## src/design/pta_defines.vh

```
// Purpose: constants for the ptp adjust and message config block
// Assumes: Avalon-MM word addressing, byte address = 4 * index
// Notes: indexes are the printed 16-bit offsets
`ifndef PTA_DEFINES_VH
`define PTA_DEFINES_VH
`define PTA_IDX_RATE_HI 12'h50C
`define PTA_IDX_RATE_LO 12'h50E
`define PTA_IDX_DUR_HI 12'h510
`define PTA_IDX_DUR_LO 12'h512
`define PTA_IDX_MSG_CFG 12'h514
`define PTA_IDX_STATUS 12'h518
`define PTA_ADDR_W 14
`define PTA_DUR_RESET 16'h0000
`define PTA_RATE_RESET 16'h0000
`define PTA_MSG_CFG_RESET 8'h39
`define PTA_MSG_CFG_MASK 16'h00FF
`define PTA_BIT_STEP 0
`define PTA_BIT_ROLE 1
`define PTA_BIT_TCSEL 2
`define PTA_BIT_DET_V6 3
`define PTA_BIT_DET_V4 4
`define PTA_BIT_DET_ETH 5
`define PTA_BIT_PTP_EN 6
`define PTA_BIT_GPTP 7
`define PTA_BIT_RATE_DIR 15
`define PTA_BIT_TEMP_EN 14
`define PTA_RATE_HI_MASK 16'hBFFF
`define PTA_CLK_HZ 25000000
`endif

```

## src/design/pta_dur_counter.v

```verilog
// Purpose: down-counter timing a temporary rate adjustment
// Assumes: one mclk cycle per 25 MHz tick
// Notes: a zero duration ends at once
`timescale 1ns/1ps
module pta_dur_counter #(
   parameter WIDTH = 32
) (
   mclk,
   reset,
   start,
   stop,
   duration,
   active,
   remaining
);
   input wire mclk;
   input wire reset;
   input wire start;
   input wire stop;
   input wire [WIDTH-1:0] duration;
   output reg active;
   output reg [WIDTH-1:0] remaining;

   always @(posedge mclk) begin
      if (reset) begin
         active <= 1'b0;
         remaining <= {WIDTH{1'b0}};
      end else if (stop) begin
         active <= 1'b0;
         remaining <= {WIDTH{1'b0}};
      end else if (start) begin
         remaining <= duration;
         active <= (duration != {WIDTH{1'b0}});
      end else if (active) begin
         remaining <= remaining - {{(WIDTH-1){1'b0}}, 1'b1};
         if (remaining == {{(WIDTH-1){1'b0}}, 1'b1}) begin
            active <= 1'b0;
         end
      end
   end
endmodule // pta_dur_counter

```

## src/design/pta_mode_decode.v

```verilog
// Purpose: turns the message config bits into effective mode levels
// Assumes: config bits stable from registers on the same clock
// Notes: purely combinational; the top registers the outputs
`timescale 1ns/1ps
`include "pta_defines.vh"
module pta_mode_decode (
   cfg,
   ptpOn,
   gptpOn,
   detEth,
   detV4,
   detV6,
   peerToPeer,
   hostMaster,
   oneStep
);
   input wire [7:0] cfg;
   output wire ptpOn;
   output wire gptpOn;
   output wire detEth;
   output wire detV4;
   output wire detV6;
   output wire peerToPeer;
   output wire hostMaster;
   output wire oneStep;

   assign ptpOn = cfg[`PTA_BIT_PTP_EN];
   assign gptpOn = cfg[`PTA_BIT_GPTP] & cfg[`PTA_BIT_PTP_EN];
   // detection only matters with ptp mode on
   assign detEth = ptpOn & cfg[`PTA_BIT_DET_ETH];
   assign detV4 = ptpOn & cfg[`PTA_BIT_DET_V4];
   assign detV6 = ptpOn & cfg[`PTA_BIT_DET_V6];
   assign peerToPeer = cfg[`PTA_BIT_TCSEL];
   assign hostMaster = cfg[`PTA_BIT_ROLE];
   assign oneStep = cfg[`PTA_BIT_STEP];
endmodule // pta_mode_decode

```

## src/design/pta_ptp_config.v

```verilog
// Purpose: ptp temporary adjustment timing and message mode registers
// Assumes: Avalon-MM slave, word addressed bytes, 16-bit data in low bits
// Notes: every access answers one cycle after it is seen
`timescale 1ns/1ps
`include "pta_defines.vh"
module pta_ptp_config #(
   parameter DUR_W = 32
) (
   mclk,
   reset,
   avsAddress,
   avsRead,
   avsWrite,
   avsWritedata,
   avsByteenable,
   avsReaddata,
   avsWaitrequest,
   ptpClockRun,
   ptpClassify,
   ptpHeaderRewrite,
   ptpTimestampTag,
   allToHost,
   detectEth,
   detectIpv4,
   detectIpv6,
   peerToPeer,
   hostMaster,
   oneStep,
   tempAdjActive,
   rateStep,
   rateAdd,
   rateSub
);
   input wire mclk;
   input wire reset;
   input wire [`PTA_ADDR_W-1:0] avsAddress;
   input wire avsRead;
   input wire avsWrite;
   input wire [31:0] avsWritedata;
   input wire [3:0] avsByteenable;
   output reg [31:0] avsReaddata;
   output reg avsWaitrequest;
   output reg ptpClockRun;
   output reg ptpClassify;
   output reg ptpHeaderRewrite;
   output reg ptpTimestampTag;
   output reg allToHost;
   output reg detectEth;
   output reg detectIpv4;
   output reg detectIpv6;
   output reg peerToPeer;
   output reg hostMaster;
   output reg oneStep;
   output reg tempAdjActive;
   output reg [29:0] rateStep;
   output reg rateAdd;
   output reg rateSub;

   reg [15:0] durHi_reg;
   reg [15:0] durLo_reg;
   reg [7:0] msgCfg_reg;
   reg [15:0] rateHi_reg;
   reg [15:0] rateLo_reg;
   // bus answer states
   localparam [1:0] BUS_IDLE = 2'h0;
   localparam [1:0] BUS_ANSWER = 2'h1;
   reg [1:0] busState_reg;
   reg [1:0] busState_next;
   reg [15:0] rdata_next;
   reg [15:0] wmerged;
   reg [15:0] rdCur;
   wire [11:0] idx;
   wire access;
   wire wrStrobe;
   wire rateHiWr;
   wire tempStart;
   wire tempStop;
   wire cntActive;
   wire mPtpOn;
   wire mGptpOn;
   wire mDetEth;
   wire mDetV4;
   wire mDetV6;
   wire mP2p;
   wire mMaster;
   wire mOneStep;
   // next values of the registered outputs
   reg ptpClockRun_next;
   reg ptpClassify_next;
   reg ptpHeaderRewrite_next;
   reg ptpTimestampTag_next;
   reg allToHost_next;
   reg detectEth_next;
   reg detectIpv4_next;
   reg detectIpv6_next;
   reg peerToPeer_next;
   reg hostMaster_next;
   reg oneStep_next;
   reg tempAdjActive_next;
   reg [29:0] rateStep_next;
   reg rateAdd_next;
   reg rateSub_next;

   // byte address to 16-bit register index; low two bits ignored
   assign idx = avsAddress[`PTA_ADDR_W-1:2];
   assign access = (avsRead | avsWrite) && (busState_reg == BUS_IDLE);
   assign wrStrobe = avsWrite && (busState_reg == BUS_IDLE);

   // merge byte enables into a 16-bit write value
   function [15:0] merge16;
      input [15:0] old;
      input [15:0] wd;
      input [1:0] be;
      begin
         merge16 = {be[1] ? wd[15:8] : old[15:8], be[0] ? wd[7:0] : old[7:0]};
      end
   endfunction

   // a rate high write with its upper lane enabled
   function rateHiWrite;
      input strobe;
      input [11:0] index;
      input laneHi;
      begin
         rateHiWrite = strobe && (index == `PTA_IDX_RATE_HI) && laneHi;
      end
   endfunction

   // one answer per request; a held request is not taken twice
   always @* begin
      busState_next = busState_reg;
      case (busState_reg)
         BUS_IDLE: begin
            if (access) begin
               busState_next = BUS_ANSWER;
            end
         end
         BUS_ANSWER: begin
            busState_next = BUS_IDLE;
         end
         default: begin
            busState_next = BUS_IDLE;
         end
      endcase
   end

   // read mux; the temp enable is a trigger and reads 0
   always @* begin
      case (idx)
         `PTA_IDX_RATE_HI: rdCur = rateHi_reg;
         `PTA_IDX_RATE_LO: rdCur = rateLo_reg;
         `PTA_IDX_DUR_HI: rdCur = durHi_reg;
         `PTA_IDX_DUR_LO: rdCur = durLo_reg;
         `PTA_IDX_MSG_CFG: rdCur = {8'h00, msgCfg_reg};
         `PTA_IDX_STATUS: rdCur = {15'h0000, cntActive};
         default: rdCur = 16'h0000;
      endcase
      wmerged = merge16(rdCur, avsWritedata[15:0], avsByteenable[1:0]);
      rdata_next = rdCur;
   end

   // waitrequest high except in the answer cycle; one cycle latency
   always @(posedge mclk) begin
      if (reset) begin
         busState_reg <= BUS_IDLE;
         avsWaitrequest <= 1'b1;
         avsReaddata <= 32'h00000000;
      end else begin
         busState_reg <= busState_next;
         avsWaitrequest <= ~access;
         if (access && avsRead) begin
            avsReaddata <= {16'h0000, rdata_next};
         end
      end
   end

   // writing the temp enable bit starts or stops the adjustment
   assign rateHiWr = rateHiWrite(wrStrobe, idx, avsByteenable[1]);
   assign tempStart = rateHiWr && avsWritedata[`PTA_BIT_TEMP_EN];
   // leaving ptp mode cancels a running adjustment
   assign tempStop = (rateHiWr && !avsWritedata[`PTA_BIT_TEMP_EN]) || !msgCfg_reg[`PTA_BIT_PTP_EN];

   // config writes land at the edge that takes the request
   always @(posedge mclk) begin
      if (reset) begin
         durHi_reg <= `PTA_DUR_RESET;
         durLo_reg <= `PTA_DUR_RESET;
         rateHi_reg <= `PTA_RATE_RESET;
         rateLo_reg <= `PTA_RATE_RESET;
         msgCfg_reg <= `PTA_MSG_CFG_RESET;
      end else if (wrStrobe) begin
         case (idx)
            `PTA_IDX_DUR_HI: durHi_reg <= wmerged;
            `PTA_IDX_DUR_LO: durLo_reg <= wmerged;
            `PTA_IDX_RATE_HI: rateHi_reg <= wmerged & `PTA_RATE_HI_MASK;
            `PTA_IDX_RATE_LO: rateLo_reg <= wmerged;
            `PTA_IDX_MSG_CFG: msgCfg_reg <= wmerged[7:0];
            default: begin
            end
         endcase
      end
   end

   pta_dur_counter #(
      .WIDTH(DUR_W)
   ) uCount (
      .mclk(mclk),
      .reset(reset),
      .start(tempStart),
      .stop(tempStop),
      .duration({durHi_reg, durLo_reg}),
      .active(cntActive),
      .remaining()
   );

   pta_mode_decode uMode (
      .cfg(msgCfg_reg),
      .ptpOn(mPtpOn),
      .gptpOn(mGptpOn),
      .detEth(mDetEth),
      .detV4(mDetV4),
      .detV6(mDetV6),
      .peerToPeer(mP2p),
      .hostMaster(mMaster),
      .oneStep(mOneStep)
   );

   // mode levels decoded here, registered below so every output is a flop
   always @* begin
      ptpClockRun_next = mPtpOn;
      ptpClassify_next = mPtpOn;
      ptpHeaderRewrite_next = mPtpOn & ~mGptpOn;
      ptpTimestampTag_next = mPtpOn;
      allToHost_next = mGptpOn;
      detectEth_next = mDetEth;
      detectIpv4_next = mDetV4;
      detectIpv6_next = mDetV6;
      peerToPeer_next = mP2p;
      hostMaster_next = mMaster;
      oneStep_next = mOneStep;
      tempAdjActive_next = cntActive;
      rateStep_next = {rateHi_reg[13:0], rateLo_reg};
      // step pulses only during the adjustment window
      rateAdd_next = cntActive & rateHi_reg[`PTA_BIT_RATE_DIR];
      rateSub_next = cntActive & ~rateHi_reg[`PTA_BIT_RATE_DIR];
   end

   // registered mode levels for the forwarding datapath
   always @(posedge mclk) begin
      if (reset) begin
         ptpClockRun <= 1'b0;
         ptpClassify <= 1'b0;
         ptpHeaderRewrite <= 1'b0;
         ptpTimestampTag <= 1'b0;
         allToHost <= 1'b0;
         detectEth <= 1'b0;
         detectIpv4 <= 1'b0;
         detectIpv6 <= 1'b0;
         peerToPeer <= 1'b0;
         hostMaster <= 1'b0;
         oneStep <= 1'b1;
         tempAdjActive <= 1'b0;
         rateStep <= 30'h0000000;
         rateAdd <= 1'b0;
         rateSub <= 1'b0;
      end else begin
         ptpClockRun <= ptpClockRun_next;
         ptpClassify <= ptpClassify_next;
         ptpHeaderRewrite <= ptpHeaderRewrite_next;
         ptpTimestampTag <= ptpTimestampTag_next;
         allToHost <= allToHost_next;
         detectEth <= detectEth_next;
         detectIpv4 <= detectIpv4_next;
         detectIpv6 <= detectIpv6_next;
         peerToPeer <= peerToPeer_next;
         hostMaster <= hostMaster_next;
         oneStep <= oneStep_next;
         tempAdjActive <= tempAdjActive_next;
         rateStep <= rateStep_next;
         rateAdd <= rateAdd_next;
         rateSub <= rateSub_next;
      end
   end
endmodule // pta_ptp_config

```

## config.mk

```make
export PLATFORM = sky130hd
export DESIGN_NAME = pta_ptp_config
export DESIGN_NICKNAME = d
export VERILOG_FILES = /design/src/design/pta_dur_counter.v /design/src/design/pta_mode_decode.v /design/src/design/pta_ptp_config.v
export VERILOG_INCLUDE_DIRS = /design/src /design/src/design
export SDC_FILE = /design/constraint.sdc
export NUM_CORES = 1
export LEC_CHECK = 0
export BUFFER_PORTS_ARGS = -buffer_cell sky130_fd_sc_hd__clkbuf_2
export CAP_MARGIN = 20
export CORE_MARGIN = 2
export CORE_UTILIZATION = 50
export DETAILED_ROUTE_END_ITERATION = 8
export PLACE_DENSITY = 0.76
export SYNTH_ARGS = -nofsm -noshare
export SYNTH_HDL_FRONTEND = slang
export SYNTH_SLANG_ARGS = --single-unit
```

## constraint.sdc

```tcl
create_clock -name mclk -period 2 [get_ports mclk]
set_input_delay 0.4 -clock mclk [delete_from_list [all_inputs] [get_ports mclk]]
set_output_delay 0.4 -clock mclk [all_outputs]
set_load 0.05 [all_outputs]
```

==> results of run 1 <==
-- metal layers --
metal  vias to the layer above  wire length (um)
met5                         -                 0
met2                       278              8700
li1                       3061                 -
met3                        29              1700
met1                      2973              8840
met4                         0               297
-- how the worst max path moves through the flow --
stage                                      start                                 to  depth (start not counted)
3_5_place_dp                       avsAddress[4]         durHi_reg[15]$_SDFFE_PP0P_                          8
5_1_grt        uCount.remaining[23]$_SDFFE_PP0P_  uCount.remaining[29]$_SDFFE_PP0P_                          6
3_3_place_gp                       avsAddress[4]         durHi_reg[11]$_SDFFE_PP0P_                          8
6_report       uCount.remaining[23]$_SDFFE_PP0P_  uCount.remaining[29]$_SDFFE_PP0P_                          6
4_1_cts        uCount.remaining[23]$_SDFFE_PP0P_  uCount.remaining[30]$_SDFFE_PP0P_                          5
2_1_floorplan                      avsAddress[7]         durHi_reg[14]$_SDFFE_PP0P_                          9
-- stage by stage --
step	TNS [ns]	total power, mW
6_report	0	6.68
5_1_grt	-0.0348	6.86
2_1_floorplan	-1.04	3.58
3_5_place_dp	-14.74	3.68
3_3_place_gp	-10.69	3.68
4_1_cts	-0.00230	6.71
-- worst reg2reg max path: cells and delay by family, from the launching register on --
family | cells | cell delay, ns
xor gates and xnor gates | 1 | 0.11
and+or+nand+nor | 3 | 1.06
DFF | 1 | 0.32
buffers and inverters | 1 | 0.16
AOI/OAI and AO/OA | 1 | 0.25
-- timing repair --
action	4_1_cts	5_1_grt
gates resized for setup	4	10
setup endpoints to repair	3	9
pin swaps	4	3
gates cloned	0	0
-- synthesized netlist by cell type (8+ instances only) --
master / n
nand3_1: 18
nand2b_1: 19
xnor2_1: 26
nor4_1: 15
a31oi_1: 15
a311oi_1: 14
clkbuf_1: 32
nor2_1: 87
dfxtp_1: 164
nand2_1: 34
or3_1: 8
nor3_1: 13
a211oi_1: 54
buf_4: 22
a21oi_1: 25
mux2i_1: 37
nand3b_1: 9
buf_2: 16
o21bai_1: 17
nor2b_1: 35
o22ai_1: 20
-- cell type report --
cell class	count	share of cell area, %
Inverter	7	0.291
Clock inverter	11	1.02
Tap cell	180	2.49
Timing Repair Buffer	186	14.0
Sequential cell	164	36.3
Clock buffer	20	5.05
Multi-Input combinational cell	543	40.9
-- where the power goes --
part	internal (mW)	switching (mW)	total [mW]
combinational	0.110	0.233	0.343
sequential	3.27	0.00230	3.27
clock	1.68	1.39	3.07
total	5.05	1.63	6.68
-- logic make-up after synthesis --
family,after synthesis,share of synthesized area [%]
AO/OA/AOI/OAI,171,16.9
XOR/XNOR,30,3.65
AND/OR/NAND/NOR,287,22.7
flip-flops,164,45.6
multiplexers,37,5.14
other,1,0.0521
adder cells (fa/ha/maj),2,0.347
buffers and inverters,80,5.60
==> results.py, run 1 <==
metrics = {
    "floorplanning": {
        "start_util_pct": 51.5,
        "die_h_um": 124,
        "die_area_um2": 15400,
        "row_count": 43,
        "die_x_um": 124,
        "core_area_um2": 14000,
        "io_pins": 131,
    },
    "routing": {
        "routed_wl_mm": 19.5,
        "first_pass_iters": 5,
        "drt_iter0_markers": 659,
        "drc_errors": 0,
        "viasPerCell": 5.71,
        "vias": 6341,
        "wl_per_cell_um": 17.6,
        "drtAntennaViolNets": 0,
    },
    "synthesis": {
        "synth_area_um2": 7200,
        "syn_inst": 772,
        "yosysWarnings": 0,
        "netlist.area_leader.share_pct": 45.6,
        "seq_area_frac_synth_pct": 45.6,
        "synthTopCellsByArea": "dfxtp_1 (46%), a211oi_1 (5.6%), mux2i_1 (5.1%)",
        "synth_edf_count": 0,
        "synth_ff_type": "dfxtp_1",
        "synthArstFlopShare_pct": 0,
        "ys_ff_latch": 164,
        "synth_top_area_cell": "dfxtp_1",
        "synth.avg_cell_area_um2": 9.33,
        "synth_cell_types": 63,
    },
    "setup_path": {
        "r2r-start": "uCount.remaining[23]$_SDFFE_PP0P_",
        "r2r-end": "uCount.remaining[29]$_SDFFE_PP0P_",
        "crit_path_max_fanout": 3,
        "ff2ff_path_depth": 6,
        "path_cells": "or4_4 > buf_4 > or3_1 > nor3_2 > xnor2_1 > a211oi_2",
        "startpoint_type": "flip-flop",
        "r2r_slack_ns": 0.03,
        "crit_family": "simple AND/OR/NAND/NOR gates",
        "crit_required_ns": 2.34,
        "critical-path-max-stage-delay_ns": 0.55,
        "path_buf_inv": 1,
        "arrival_ns": 2.32,
        "worstSetupEndpointType": "flip-flop",
        "crit_type": "flip-flop to flip-flop",
        "slowest_stage": "or4_4",
    },
    "clock_tree": {
        "tritoncts": "built",
        "clk_latency_ns": 0.43,
        "root_buffer": "clkbuf_16",
        "cts_buffers": 17,
        "cts.htree.levels": 4,
        "clkTransAtPathRegs_ns": 0.06,
        "cts_setup_buffers": 0,
        "cts-hold-fix-buffers": 0,
        "clockBufferDepth": 2,
        "cts_sinks": 164,
    },
    "sta": {
        "max_freq_mhz": 507,
        "clock_skew_ns": 0.00655,
        "slew_headroom_pct": 65.8,
        "setup_viol": 0,
        "slew_violations": 0,
        "worst_pin_slew_ns": 0.501,
        "fin_crit_sh_pct": 98.7,
        "holdWs_ns": 0.226,
        "setup_slack_ns": 0.0258,
        "finalHoldViolCount": 0,
        "period_needed_ns": 1.97,
    },
    "layout": {
        "ff_latch_area_um2": 3280,
        "antennaDiodeCount": 0,
        "multi_input_area_um2": 3690,
        "utilization_pct": 64.7,
        "fillers": 1119,
        "layout.cells.non_filler": 1111,
        "fin_area_um2": 9040,
        "regMostFlops": "uCount.remaining",
        "final_common_cell": "dfxtp_1",
        "nets": 975,
        "reg.largest.list": "uCount.remaining (32), rateStep (30)",
        "drive_gt1_share_pct": 27.2,
        "layout_common_cells": "dfxtp_1 (163), clkbuf_2 (93), nor2_1 (87)",
        "synthToLayoutAreaGrowth_pct": 25.6,
        "largest_reg_flops": 32,
    },
    "grt": {
        "busiest_layer": "met2",
        "grt.overflow.total": 0,
        "use_met2_pct": 38.7,
        "grt_antenna_before_repair": 0,
        "grt_first_pass_wirelength_mm": 30.5,
        "grtUsageTotal_pct": 25.9,
        "met1_usage_pct": 36.5,
        "grt_pass1_vias": 5936,
        "use_met3_pct": 6.59,
        "grt_max_degree": 122,
    },
    "hold_path": {
        "whs_path_depth": 2,
        "hp-start": "avsRead",
        "min_path_type": "input pin to flip-flop",
        "holdPathEnd": "busState_reg[0]$_SDFFE_PP0P_",
    },
    "pwr": {
        "peakVddDrop_v": 0.000652,
        "power.density_nw_per_um2": 739,
        "power.leakage_nw": 3.66,
    },
    "place": {
        "gp_congestion": 0.893,
        "dp_slack_ns": -0.272,
        "port_buffers": 94,
        "hpwl_mm": 13.7,
        "dpl-instance-area_um2": 8400,
        "placed_cells": 1080,
    },
    "flow_run": {
        "cap_violations": 0,
    },
    "run_status": {
        "status": "finished clean",
    },
}
Note: power is estimated with default switching activity, not from simulation.
==> inputs of run 2 (changes only) <==
--- a/config.mk
+++ b/config.mk
@@ -9,9 +9,10 @@
 export BUFFER_PORTS_ARGS = -buffer_cell sky130_fd_sc_hd__clkbuf_2
 export CAP_MARGIN = 20
 export CORE_MARGIN = 2
-export CORE_UTILIZATION = 50
+export CORE_UTILIZATION = 52
+export CTS_BUF_LIST = sky130_fd_sc_hd__clkbuf_8
 export DETAILED_ROUTE_END_ITERATION = 8
-export PLACE_DENSITY = 0.76
+export PLACE_DENSITY = 0.78
 export SYNTH_ARGS = -nofsm -noshare
 export SYNTH_HDL_FRONTEND = slang
 export SYNTH_SLANG_ARGS = --single-unit
==> run 2 against run 1 <==
Against the previous run:
- non-clock buffer count grew 3
- largest cell class unchanged
- setup slack lost 0.042 ns
- worst hold slack lost 0.042 ns
- global-route usage grew 1.1 points
- final area shrank 0.69%
- the run now ends with setup timing left
- via count grew 2.0%
- sequential cell count is the same
==> results.py, run 2 (same netlist as run 1, synthesis figures left out) <==
metrics = {
    "sta": {
        "slew_violations": 0,
        "fin_crit_sh_pct": 101,
        "setup_slack_ns": -0.0160,
        "holdWs_ns": 0.184,
        "period_needed_ns": 2.02,
        "clock_skew_ns": 0.0119,
        "worst_pin_slew_ns": 0.686,
        "setup_viol": 1,
        "rsz0062_at_grt": "true",
        "slew_headroom_pct": 52.9,
        "finalHoldViolCount": 0,
        "finalSetupTns_ns": -0.0160,
        "max_freq_mhz": 496,
    },
    "layout": {
        "fin_area_um2": 8980,
        "synthToLayoutAreaGrowth_pct": 24.7,
        "antennaDiodeCount": 0,
        "layout.cells.non_filler": 1111,
        "largest_reg_flops": 32,
        "reg.largest.list": "uCount.remaining (32), rateStep (30)",
        "layout_common_cells": "dfxtp_1 (161), clkbuf_2 (93), nor2_1 (87)",
        "regMostFlops": "uCount.remaining",
        "final_common_cell": "dfxtp_1",
        "nets": 978,
        "drive_gt1_share_pct": 27.9,
    },
    "clock_tree": {
        "cts.htree.levels": 4,
        "cts_buffers": 17,
        "tritoncts": "built",
        "clkTransAtPathRegs_ns": 0.08,
        "clockBufferDepth": 2,
        "clk_latency_ns": 0.47,
        "cts-hold-fix-buffers": 0,
        "cts_sinks": 164,
        "root_buffer": "clkbuf_8",
    },
    "routing": {
        "first_pass_iters": 7,
        "wl_per_cell_um": 17.7,
        "routed_wl_mm": 19.7,
        "drtAntennaViolNets": 0,
        "drt_iter0_markers": 793,
        "drc_errors": 0,
        "viasPerCell": 5.82,
        "vias": 6466,
    },
    "setup_path": {
        "r2r-end": "uCount.remaining[31]$_SDFFE_PP0P_",
        "startpoint_type": "flip-flop",
        "crit_required_ns": 2.39,
        "r2r-start": "uCount.remaining[25]$_SDFFE_PP0P_",
        "crit_path_max_fanout": 3,
        "ff2ff_path_depth": 5,
        "arrival_ns": 2.41,
        "crit_type": "flip-flop to flip-flop",
        "r2r_slack_ns": -0.02,
        "worstSetupEndpointType": "flip-flop",
    },
    "grt": {
        "grt_first_pass_wirelength_mm": 31.0,
        "grtUsageTotal_pct": 27.1,
        "grt_max_degree": 66,
        "grt_pass1_vias": 5968,
        "grt_antenna_before_repair": 0,
        "grt.overflow.total": 0,
    },
    "run_status": {
        "status": "complete, but fails checks",
        "violations": "setup timing",
    },
    "floorplanning": {
        "io_pins": 131,
        "start_util_pct": 53.7,
        "core_area_um2": 13400,
        "die_x_um": 122,
        "row_count": 42,
        "die_area_um2": 14800,
        "die_h_um": 122,
    },
    "pwr": {
        "power.density_nw_per_um2": 682,
        "power.leakage_nw": 3.63,
        "peakVddDrop_v": 0.000342,
    },
    "place": {
        "gp_congestion": 0.927,
        "dp_slack_ns": -0.245,
        "hpwl_mm": 14.1,
        "dpl-instance-area_um2": 8450,
        "port_buffers": 94,
        "placed_cells": 1078,
    },
    "hold_path": {
        "whs_path_depth": 2,
        "holdPathEnd": "busState_reg[0]$_SDFFE_PP0P_",
        "min_path_type": "input pin to flip-flop",
        "hp-start": "avsRead",
    },
    "flow_run": {
        "cap_violations": 0,
    },
}
==> run 2: worst max-delay path: stages (launching register included) <==
cell      delay, ns
dfxtp_1        0.32
or4_4          0.54
or4_4          0.49
nor4_4         0.28
xnor2_1        0.10
a211oi_2       0.21
==> run 2: repair_timing <==
item,CTS,global route
cloned,0,0
buffers inserted,0,1
resized for setup,1,17
setup endpoints to repair,2,16
pin swaps,0,6
==> run 2: worst max path at each step <==
stage	startpoint	end	slack [ns]
2_1_floorplan	avsAddress[7]	durHi_reg[14]$_SDFFE_PP0P_	-0.04
3_3_place_gp	avsAddress[5]	durHi_reg[15]$_SDFFE_PP0P_	-0.21
3_5_place_dp	avsAddress[4]	durHi_reg[12]$_SDFFE_PP0P_	-0.25
4_1_cts	uCount.remaining[23]$_SDFFE_PP0P_	uCount.remaining[31]$_SDFFE_PP0P_	-0.01
5_1_grt	uCount.remaining[25]$_SDFFE_PP0P_	uCount.remaining[31]$_SDFFE_PP0P_	-0.06
6_report	uCount.remaining[25]$_SDFFE_PP0P_	uCount.remaining[31]$_SDFFE_PP0P_	-0.02
==> run 2: where the power goes <==
part	total [mW]	switching (mW)	internal [mW]
registers	3.27	0.00289	3.26
clock network	2.51	1.27	1.25
logic	0.341	0.231	0.111
total	6.12	1.50	4.62
==> run 2: area by class of cell <==
class | instances | area [um^2]
clock inverters | 15 | 181
multi-input cells | 543 | 3710
well taps | 176 | 220
inverters | 7 | 26.3
fillers | 1060 | 4420
repair buffers | 189 | 1320
clock buffers | 17 | 234
flip-flops and latches | 164 | 3290
==> run 2: per-layer routing <==
| metal | global-route usage (%) | vias up | part of all wire [%] |
|---|---|---|---|
| met1 | 37.3 | 3051 | 43 |
| met5 | 0 | - | 0 |
| met2 | 41.7 | 313 | 46 |
| met4 | 11.0 | 0 | 2.6 |
| li1 | - | 3055 | - |
| met3 | 5.52 | 47 | 8.1 |
==> run 2: through the flow <==
stage / total power [mW] / utilization [%]
2_1_floorplan: 3.58 / -
3_3_place_gp: 3.68 / 63.1
3_5_place_dp: 3.68 / 63.1
4_1_cts: 6.15 / 66.2
5_1_grt: 6.32 / 67.0
6_report: 6.12 / 67.0
